==> config.mk <==
export PLATFORM = sky130hd
export DESIGN_NAME = slfc_top
export DESIGN_NICKNAME = d
export VERILOG_FILES = /design/src/verilog/slfc_pkg.sv /design/src/verilog/slfc_cmp_if.sv /design/src/verilog/slfc_entry_check.sv /design/src/verilog/slfc_top.sv
export SDC_FILE = /design/constraint.sdc
export NUM_CORES = 2
export LEC_CHECK = 0
export ABC_AREA = 1
export BUFFER_PORTS_ARGS = -buffer_cell sky130_fd_sc_hd__clkbuf_2
export CAP_MARGIN = 20
export CORE_MARGIN = 10
export CORE_UTILIZATION = 35
export CTS_CLUSTER_SIZE = 14
export DETAILED_ROUTE_END_ITERATION = 12
export HOLD_SLACK_MARGIN = 0.06
export PLACE_DENSITY = 0.49
export SLEW_MARGIN = 20
export SYNTH_ARGS = -nofsm -noshare
export SYNTH_HDL_FRONTEND = slang
export SYNTH_SLANG_ARGS = --single-unit
==> constraint.sdc <==
create_clock -name CLOCK -period 22.2 [get_ports CLOCK]
set_clock_uncertainty 0.2 [all_clocks]
set_input_delay 0 -clock CLOCK [delete_from_list [all_inputs] [get_ports CLOCK]]
set_output_delay 0 -clock CLOCK [all_outputs]
set_load 0.01 [all_outputs]
==> src/verilog/slfc_pkg.sv <==
// Shared constants for the store-to-load forward check
`default_nettype none
package slfc_pkg;
    localparam int ADDR_W = 48;
    localparam int DATA_W = 64;
    localparam int SIZE_W = 2;
    // Operand size as log2 of the byte count
    localparam logic [1:0] SZ_BYTE = 2'h0;
    localparam logic [1:0] SZ_WORD = 2'h1;
    localparam logic [1:0] SZ_DWORD = 2'h2;
    localparam logic [1:0] SZ_QWORD = 2'h3;
    // Dependency compare window
    localparam int MATCH_LO = 2;
    localparam int MATCH_HI = 11;
    localparam int ALIGN_BITS = 3;
    localparam int DWORD_BITS = 32;
endpackage
`default_nettype wire

==> src/verilog/slfc_cmp_if.sv <==
// Link between the buffer search and one entry comparator
`default_nettype none
interface slfc_cmp_if;
    logic clk;
    logic rst;
    logic [slfc_pkg::ADDR_W-1:0] ld_addr;
    logic [slfc_pkg::SIZE_W-1:0] ld_size;
    logic st_valid;
    logic [slfc_pkg::ADDR_W-1:0] st_addr;
    logic [slfc_pkg::SIZE_W-1:0] st_size;
    logic st_high;
    logic hit;
    logic ok;
    modport chk (input clk, rst, ld_addr, ld_size, st_valid, st_addr, st_size, st_high,
        output hit, ok);
    modport src (output clk, rst, ld_addr, ld_size, st_valid, st_addr, st_size, st_high,
        input hit, ok);
endinterface
`default_nettype wire

==> src/verilog/slfc_entry_check.sv <==
// Compares one store-buffer entry against the pending load
`default_nettype none
module slfc_entry_check
(
    slfc_cmp_if.chk c
);
    function automatic logic misaligned(input logic [slfc_pkg::ADDR_W-1:0] a,
        input logic [slfc_pkg::SIZE_W-1:0] sz);
        logic [slfc_pkg::ALIGN_BITS-1:0] m;
        begin
            m = 3'h0;
            case (sz)
                slfc_pkg::SZ_WORD: m = 3'h1;
                slfc_pkg::SZ_DWORD: m = 3'h3;
                slfc_pkg::SZ_QWORD: m = 3'h7;
                default: m = 3'h0;
            endcase
            misaligned = (a[slfc_pkg::ALIGN_BITS-1:0] & m) != 3'h0; // RULE7
        end
    endfunction

    // One past the last byte; the extra bit keeps the top of the address space from wrapping
    function automatic logic [slfc_pkg::ADDR_W:0] end_addr(
        input logic [slfc_pkg::ADDR_W-1:0] a,
        input logic [slfc_pkg::SIZE_W-1:0] sz);
        begin
            end_addr = {1'b0, a} + ((slfc_pkg::ADDR_W + 1)'(1) << sz);
        end
    endfunction

    logic same_window;
    logic same_start;
    logic width_ok;
    logic align_ok;
    logic overlap;

    always_comb
    begin
        // Only bits 11..2 are compared, so same-dword or 4K aliases match falsely
        same_window = c.ld_addr[slfc_pkg::MATCH_HI:slfc_pkg::MATCH_LO]
            == c.st_addr[slfc_pkg::MATCH_HI:slfc_pkg::MATCH_LO]; // RULE12
        same_start = c.ld_addr == c.st_addr; // RULE1 RULE6
        width_ok = c.ld_size <= c.st_size; // RULE2 RULE5 RULE8
        align_ok = !misaligned(c.ld_addr, c.ld_size) && !misaligned(c.st_addr, c.st_size); // RULE3
        // A true overlap outside the window must still block, or the load reads stale cache data
        overlap = ({1'b0, c.ld_addr} < end_addr(c.st_addr, c.st_size))
            && ({1'b0, c.st_addr} < end_addr(c.ld_addr, c.ld_size)); // RULE5 RULE6
        c.hit = c.st_valid && (same_window || overlap);
        c.ok = c.hit && same_start && width_ok && align_ok && !c.st_high; // RULE4
    end

    AST_OK_START: assert property (@(posedge c.clk) disable iff (c.rst) // RULE1
        c.ok |-> (c.ld_addr == c.st_addr && c.hit))
        else $error("forward allowed with different start addresses");
    AST_OK_WIDTH: assert property (@(posedge c.clk) disable iff (c.rst) // RULE2
        (c.hit && c.ld_size > c.st_size) |-> !c.ok)
        else $error("forward allowed from narrower store");
    AST_OK_ALIGN: assert property (@(posedge c.clk) disable iff (c.rst) // RULE3
        (c.hit && c.st_size == slfc_pkg::SZ_QWORD && c.st_addr[2:0] != 3'h0) |-> !c.ok)
        else $error("forward allowed from misaligned quadword store");
    AST_OK_HIGH: assert property (@(posedge c.clk) disable iff (c.rst) // RULE4
        c.st_high |-> !c.ok)
        else $error("forward allowed from high-byte store");
    AST_HIT_WINDOW: assert property (@(posedge c.clk) disable iff (c.rst) // RULE12
        (c.st_valid && c.ld_addr[11:2] == c.st_addr[11:2]) |-> c.hit)
        else $error("dependency missed on matching address window");
endmodule
`default_nettype wire

==> src/verilog/slfc_top.sv <==
// Store buffer with store-to-load forward eligibility and load stall
// How it works
// [RULE1] A load forwards only from a store with exactly the same start byte address.
// [RULE2] A load forwards only when it is no wider than the store feeding it.
// [RULE3] A misaligned load or misaligned store is never forwarded.
// [RULE4] A store whose data came from a high-byte register is never forwarded.
// [RULE5] A narrower store overlapping part of the load refuses forwarding and stalls the load.
// [RULE6] A wider store with a different start address refuses forwarding and stalls the load.
// [RULE7] An access is misaligned when its address is not a multiple of its size.
// [RULE8] The low 32 bits of an aligned quadword store feed a doubleword load at its start.
// [RULE9] A forwarded load gets its data straight from the matching buffer entry.
// [RULE10] A refused load is stalled until the blocking store has drained to the cache.
// [RULE11] An entry writes the cache only after the reorder buffer has retired it.
// [RULE12] Dependency is found by comparing address bits 11 to 2, allowing false matches.
// [RULE13] The youngest matching store alone decides whether forwarding is allowed.
`default_nettype none
module slfc_top
#(
    parameter int DEPTH = 8
)
(
    input wire logic CLOCK,
    input wire logic RST,
    input wire logic ST_VALID,
    output logic ST_READY,
    input wire logic [slfc_pkg::ADDR_W-1:0] ST_ADDR,
    input wire logic [slfc_pkg::SIZE_W-1:0] ST_SIZE,
    input wire logic [slfc_pkg::DATA_W-1:0] ST_DATA,
    input wire logic ST_HIGH_BYTE,
    input wire logic ROB_RETIRE,
    input wire logic LD_VALID,
    input wire logic [slfc_pkg::ADDR_W-1:0] LD_ADDR,
    input wire logic [slfc_pkg::SIZE_W-1:0] LD_SIZE,
    output logic LD_STALL,
    output logic LD_TO_CACHE,
    output logic LD_FWD_VALID,
    output logic [slfc_pkg::DATA_W-1:0] LD_DATA,
    output logic DC_WR_VALID,
    input wire logic DC_WR_READY,
    output logic [slfc_pkg::ADDR_W-1:0] DC_WR_ADDR,
    output logic [slfc_pkg::SIZE_W-1:0] DC_WR_SIZE,
    output logic [slfc_pkg::DATA_W-1:0] DC_WR_DATA
);
    localparam int PTR_W = (DEPTH > 1) ? $clog2(DEPTH) : 1;
    localparam int CNT_W = $clog2(DEPTH + 1);
    localparam logic [CNT_W-1:0] CNT_ONE = 1;
    localparam logic [CNT_W-1:0] CNT_FULL = CNT_W'(DEPTH);
    localparam logic [PTR_W-1:0] PTR_ONE = 1;
    localparam logic [PTR_W-1:0] PTR_LAST = PTR_W'(DEPTH - 1);

    function automatic logic [PTR_W-1:0] ptr_inc(input logic [PTR_W-1:0] p);
        begin
            ptr_inc = (p == PTR_LAST) ? '0 : p + PTR_ONE;
        end
    endfunction

    function automatic logic [slfc_pkg::DATA_W-1:0] size_mask(
        input logic [slfc_pkg::SIZE_W-1:0] sz);
        begin
            case (sz)
                slfc_pkg::SZ_BYTE: size_mask = 64'h0000_0000_0000_00FF;
                slfc_pkg::SZ_WORD: size_mask = 64'h0000_0000_0000_FFFF;
                slfc_pkg::SZ_DWORD: size_mask = 64'h0000_0000_FFFF_FFFF;
                default: size_mask = 64'hFFFF_FFFF_FFFF_FFFF;
            endcase
        end
    endfunction

    logic [slfc_pkg::ADDR_W-1:0] ent_addr_reg [DEPTH];
    logic [slfc_pkg::ADDR_W-1:0] ent_addr_next [DEPTH];
    logic [slfc_pkg::SIZE_W-1:0] ent_size_reg [DEPTH];
    logic [slfc_pkg::SIZE_W-1:0] ent_size_next [DEPTH];
    logic [slfc_pkg::DATA_W-1:0] ent_data_reg [DEPTH];
    logic [slfc_pkg::DATA_W-1:0] ent_data_next [DEPTH];
    logic [DEPTH-1:0] ent_high_reg;
    logic [DEPTH-1:0] ent_high_next;
    logic [PTR_W-1:0] head_reg;
    logic [PTR_W-1:0] head_next;
    logic [PTR_W-1:0] tail_reg;
    logic [PTR_W-1:0] tail_next;
    logic [CNT_W-1:0] count_reg;
    logic [CNT_W-1:0] count_next;
    logic [CNT_W-1:0] cmt_reg;
    logic [CNT_W-1:0] cmt_next;
    logic fwd_valid_reg;
    logic fwd_valid_next;
    logic [slfc_pkg::DATA_W-1:0] ld_data_reg;
    logic [slfc_pkg::DATA_W-1:0] ld_data_next;

    logic [DEPTH-1:0] ent_live;
    logic [DEPTH-1:0] ent_hit;
    logic [DEPTH-1:0] ent_ok;
    logic found;
    logic found_ok;
    logic [PTR_W-1:0] found_idx;
    logic push;
    logic drain;
    logic retire;

    // Which slots currently hold a store
    always_comb
    begin
        for (int i = 0; i < DEPTH; i++)
        begin
            ent_live[i] = (PTR_W'(i) - head_reg) < PTR_W'(count_reg)
                || count_reg == CNT_FULL;
        end
    end

    genvar g;
    generate
        for (g = 0; g < DEPTH; g++)
        begin : g_cmp
            slfc_cmp_if cif();
            assign cif.clk = CLOCK;
            assign cif.rst = RST;
            assign cif.ld_addr = LD_ADDR;
            assign cif.ld_size = LD_SIZE;
            assign cif.st_valid = ent_live[g];
            assign cif.st_addr = ent_addr_reg[g];
            assign cif.st_size = ent_size_reg[g];
            assign cif.st_high = ent_high_reg[g];
            assign ent_hit[g] = cif.hit;
            assign ent_ok[g] = cif.ok;
            slfc_entry_check u_chk
            (
                .c(cif)
            );
        end
    endgenerate

    // Youngest first; older matches are shadowed by the first one found
    always_comb
    begin
        logic [PTR_W-1:0] idx;
        idx = '0;
        found = 1'b0;
        found_idx = '0;
        for (int k = 0; k < DEPTH; k++)
        begin
            idx = tail_reg - PTR_ONE - PTR_W'(k);
            if (!found && ent_hit[idx])
            begin
                found = 1'b1; // RULE13
                found_idx = idx;
            end
        end
        found_ok = found && ent_ok[found_idx];
    end

    // A refused load is re-evaluated each cycle; it clears once the entry drains
    assign LD_STALL = LD_VALID && found && !found_ok; // RULE5 RULE6 RULE10
    assign LD_TO_CACHE = LD_VALID && !found;
    assign ST_READY = count_reg != CNT_FULL;
    assign DC_WR_VALID = cmt_reg != '0; // RULE11
    assign DC_WR_ADDR = ent_addr_reg[head_reg];
    assign DC_WR_SIZE = ent_size_reg[head_reg];
    assign DC_WR_DATA = ent_data_reg[head_reg];
    assign LD_FWD_VALID = fwd_valid_reg;
    assign LD_DATA = ld_data_reg;

    always_comb
    begin
        push = ST_VALID && ST_READY;
        drain = DC_WR_VALID && DC_WR_READY;
        // Retire notices beyond the buffered stores are ignored
        retire = ROB_RETIRE && (cmt_reg != count_reg);
        ent_addr_next = ent_addr_reg;
        ent_size_next = ent_size_reg;
        ent_data_next = ent_data_reg;
        ent_high_next = ent_high_reg;
        head_next = head_reg;
        tail_next = tail_reg;
        count_next = count_reg;
        cmt_next = cmt_reg;
        if (push)
        begin
            ent_addr_next[tail_reg] = ST_ADDR;
            ent_size_next[tail_reg] = ST_SIZE;
            ent_data_next[tail_reg] = ST_DATA & size_mask(ST_SIZE);
            ent_high_next[tail_reg] = ST_HIGH_BYTE;
            tail_next = ptr_inc(tail_reg);
        end
        if (drain)
        begin
            head_next = ptr_inc(head_reg); // RULE10
        end
        count_next = count_reg + (push ? CNT_ONE : '0) - (drain ? CNT_ONE : '0);
        cmt_next = cmt_reg + (retire ? CNT_ONE : '0) - (drain ? CNT_ONE : '0); // RULE11
        fwd_valid_next = LD_VALID && found_ok;
        ld_data_next = ld_data_reg;
        if (LD_VALID && found_ok)
        begin
            // Same start address, so the low bytes of the entry are the load's bytes
            ld_data_next = ent_data_reg[found_idx] & size_mask(LD_SIZE); // RULE8 RULE9
        end
    end

    always_ff @(posedge CLOCK)
    begin
        ent_addr_reg <= ent_addr_next;
        ent_size_reg <= ent_size_next;
        ent_data_reg <= ent_data_next;
        if (RST)
        begin
            ent_high_reg <= '0;
            head_reg <= '0;
            tail_reg <= '0;
            count_reg <= '0;
            cmt_reg <= '0;
            fwd_valid_reg <= 1'b0;
            ld_data_reg <= '0;
        end
        else
        begin
            ent_high_reg <= ent_high_next;
            head_reg <= head_next;
            tail_reg <= tail_next;
            count_reg <= count_next;
            cmt_reg <= cmt_next;
            fwd_valid_reg <= fwd_valid_next;
            ld_data_reg <= ld_data_next;
        end
    end

    AST_STALL_NO_FWD: assert property (@(posedge CLOCK) disable iff (RST) // RULE10
        LD_STALL |=> !LD_FWD_VALID)
        else $error("stalled load was forwarded");
    AST_FWD_NEXT: assert property (@(posedge CLOCK) disable iff (RST) // RULE9
        (LD_VALID && found_ok) |=> (LD_FWD_VALID
            && LD_DATA == ($past(ent_data_reg[found_idx]) & size_mask($past(LD_SIZE)))))
        else $error("forward data not delivered from entry");
    AST_DRAIN_RETIRED: assert property (@(posedge CLOCK) disable iff (RST) // RULE11
        DC_WR_VALID |-> (cmt_reg > '0 && cmt_reg <= count_reg))
        else $error("cache write of unretired store");
    AST_DW_UPPER_ZERO: assert property (@(posedge CLOCK) disable iff (RST) // RULE8
        (LD_VALID && found_ok && LD_SIZE == slfc_pkg::SZ_DWORD)
            |=> LD_DATA[63:32] == 32'h0000_0000)
        else $error("doubleword forward carries upper half");
    AST_STALL_CLEARS: assert property (@(posedge CLOCK) disable iff (RST) // RULE10
        (LD_STALL && count_reg == CNT_ONE && drain && !push
            && $stable(LD_ADDR) && LD_VALID) |=> (LD_VALID && $stable(LD_ADDR)) |-> !LD_STALL)
        else $error("stall outlived its only blocking store");
    AST_NARROW_STALL: assert property (@(posedge CLOCK) disable iff (RST) // RULE5
        (LD_VALID && found && ent_size_reg[found_idx] < LD_SIZE) |-> LD_STALL)
        else $error("narrow store did not stall wider load");
endmodule
`default_nettype wire
==> results.yml <==
die:
  dieArea_um2: 243500
  die_h_um: 493.5
  core_um2: 222500
  die_w_um: 493.5
  pin_count: 354
  rows: 173
  initial_core_util: 0.3526
clock_tree:
  cts.repair.resized: 0
  cts_inserted_buffers: 132
  cts.clk_slew.worst_paths_ns: 0.06
  htreeDepth: 4
  cts_root_buffer: "clkbuf_16"
  postCtsHoldBufs: 240
  cts_tree: "built"
  cts_sinks: 999
  cts_setup_buffers: 0
  clk_path_buf_depth: 3
  clk_latency_ns: 0.84
power:
  leakagePower_nw: 39.80
  report.power.total_mw: 10.14
  combPwrFrac: 0.541
  swShare: 0.5016
  powerDensity_nw_per_um2: 111.4
  p_seq_frac: 0.237
  p_int_mw: 5.051
  p_switching_mw: 5.084
  peakVddDrop_mv: 0.2002
  pwr-share-clk: 0.222
global_routing:
  grt_pass1_wl_um: 556400
  met2_usage: 0.4824
  use_met3: 0.06100
  antenna_found_initial: 14
  busiest_layer: "met2"
  grt_max_degree: 169
  grt_use_total: 0.3143
  overflow: 0
  grt_pass1_vias: 74060
  gr-usage-met1: 0.4172
layout:
  nNetsFinal: 11450
  final_common_cell: "nand2_1"
  final_cell_mix: "nand2_1 (2392), inv_1 (1131), nor2_1 (986)"
  largest_register_ffs: 512
  drive_gt1_frac: 0.08393
  n_fill_cell: 22740
  fin_area_um2: 90980
  syn2layout_area_growth_pct: 15.97
timing:
  fin_hold_ws_ns: 0.06217
  fin_crit_ns: 11.83
  rsz0062_at_grt: "no"
  worstMarginPinSlew_ns: 1.394
  slew_headroom: 0.07090
  slew_viol_final: 0
  hold_violations: 0
  clock.fmax_ghz: 0.08453
  final-setup-viol-count: 0
  period_share: 0.5329
  fin_tns_setup_ns: 0
synth:
  syn_avg_cell_area_um2: 7.947
  synth_adder_area_share: 0.1357
  synth_seq_cells: 999
  syn_area_um2: 78460
  yosys_warnings: 0
  synth_edf_count: 912
  muxShareOfSynthArea: 0
  synth_top_family_by_area: "simple AND/OR/NAND/NOR gates"
  synth.net_count: 10890
  yosysTopAreaCellShare: 0.3491
  yosysSeqAreaShare: 0.3713
  async_reset_ff_frac: 0
  synth_xor_area_frac: 0.05448
  synth-simple-area-share: 0.2455
  synth_compound_area_frac: 0.1158
  ys_types: 65
  synth_flop_cell: "edfxtp_1"
  yosys.area.top_type: "edfxtp_1"
  ys_top_cells_by_area: "edfxtp_1 (35%), ha_1 (13%), nand2_1 (11%)"
  syn_inst: 9872
routing:
  ant_nets: 0
  via_count: 77140
  remaining_drc_errors: 0
  avgRoutedWirePerCell_um: 29.50
  vias_per_cell: 5.704
  drt-total-wl_um: 398900
  drtPass1Iterations: 8
  first_iter_violations: 9258
placed_design:
  globalplace.congestion: 1.007
  place_area_um2: 84080
  place_hpwl_um: 287200
  portBuffers: 353
setup_path:
  r2r_slack_ns: 10.37
  cp_max_fo: 76
  cpPeakStageDelay_ns: 0.82
  crit_top_cell: "nor2_1"
  critPathArrivalTime_ns: 12.33
  crit_path_end_kind: "flop"
  cp_slowest_cell: "clkinv_2"
  critical_path_class: "reg -> reg"
  critPathLaunchType: "flop"
  critPathRequiredTime_ns: 22.70
status:
  status: "finished, final reports clean"
worst_hold_path:
  hp-class: "in -> reg"
run:
  cap_viol_max_count: 0
==> cells by family (layout without fill, tap and decap cells) <==
family,Yosys count,after routing
adders and majority gates,844,844
DFF,999,999
xor gates and xnor gates,488,488
AOI/OAI and AO/OA,1477,1477
other,0,4
buffers and inverters,1534,2206
and+or+nand+nor,4530,4530
==> metrics by stage <==
stage	setup slack, ns	instances	util
final	10.37	13520	0.4089
after global routing	9.627	13520	0.4088
after CTS	10.46	13520	0.4086
after detailed placement	10.50	13030	0.3779
after global placement	10.56	13030	0.3778
after floorplan	15.07	9872	-
==> area by class of cell <==
| type | count | area (µm²) | share of cell area |
|---|---|---|---|
| Antenna cell | 4 | 10.01 | 0.0001100 |
| Clock buffer | 168 | 3571 | 0.03925 |
| Clock inverter | 75 | 855.8 | 0.009406 |
| Inverter | 1168 | 4402 | 0.04838 |
| Multi-Input combinational cell | 7339 | 43460 | 0.4777 |
| Sequential cell | 999 | 29130 | 0.3202 |
| Tap cell | 2975 | 3722 | 0.04091 |
| Timing Repair Buffer | 795 | 5831 | 0.06408 |
==> worst max-delay path, delay by kind of cell, from the launching register on <==
family	cells	cell delay, ns
AOI/OAI and AO/OA	5	0.70
xor gates and xnor gates	1	0.10
adders and majority gates	2	0.62
buffers and inverters	8	2.17
DFF	1	0.42
and+or+nand+nor	35	7.35
==> per-layer routing <==
metal	up-vias	share of wire
li1	34850	-
met1	37410	0.41
met2	4040	0.43
met3	840	0.092
met4	4	0.063
met5	-	0.000068
==> final timing paths <==
kind	startpoint	endpoint	cells after the start
worst min-delay path	ST_HIGH_BYTE	ent_high_reg[4]$_SDFFE_PP0P_	4
worst max register to register	g_cmp[5].cif.st_size[1]$_DFFE_PP_	LD_DATA[20]$_SDFFE_PP0P_	51
worst max-delay path	g_cmp[5].cif.st_size[1]$_DFFE_PP_	LD_DATA[20]$_SDFFE_PP0P_	51
worst min register to register	LD_DATA[45]$_SDFFE_PP0P_	LD_DATA[45]$_SDFFE_PP0P_	4
==> synth_stat cells (all sizes together), types with 172 or more instances <==
library cell	count
nor2	1011
ha	833
xor2	329
clkbuf	219
nand2	2414
edfxtp	912
nand3	567
nand4	172
o211ai	293
inv	1155
a21oi	463
o21ai	433
==> power by group through the flow <==
stage	sequential (mW)	clock (mW)	combinational [mW]
final	2.41	2.25	5.48
after global routing	2.41	2.35	6.01
after CTS	2.40	2.28	5.46
after detailed placement	2.43	0	5.41
after global placement	2.44	0	5.37
after floorplan	2.38	0	3.60
Power figures use the tool's default switching activity.
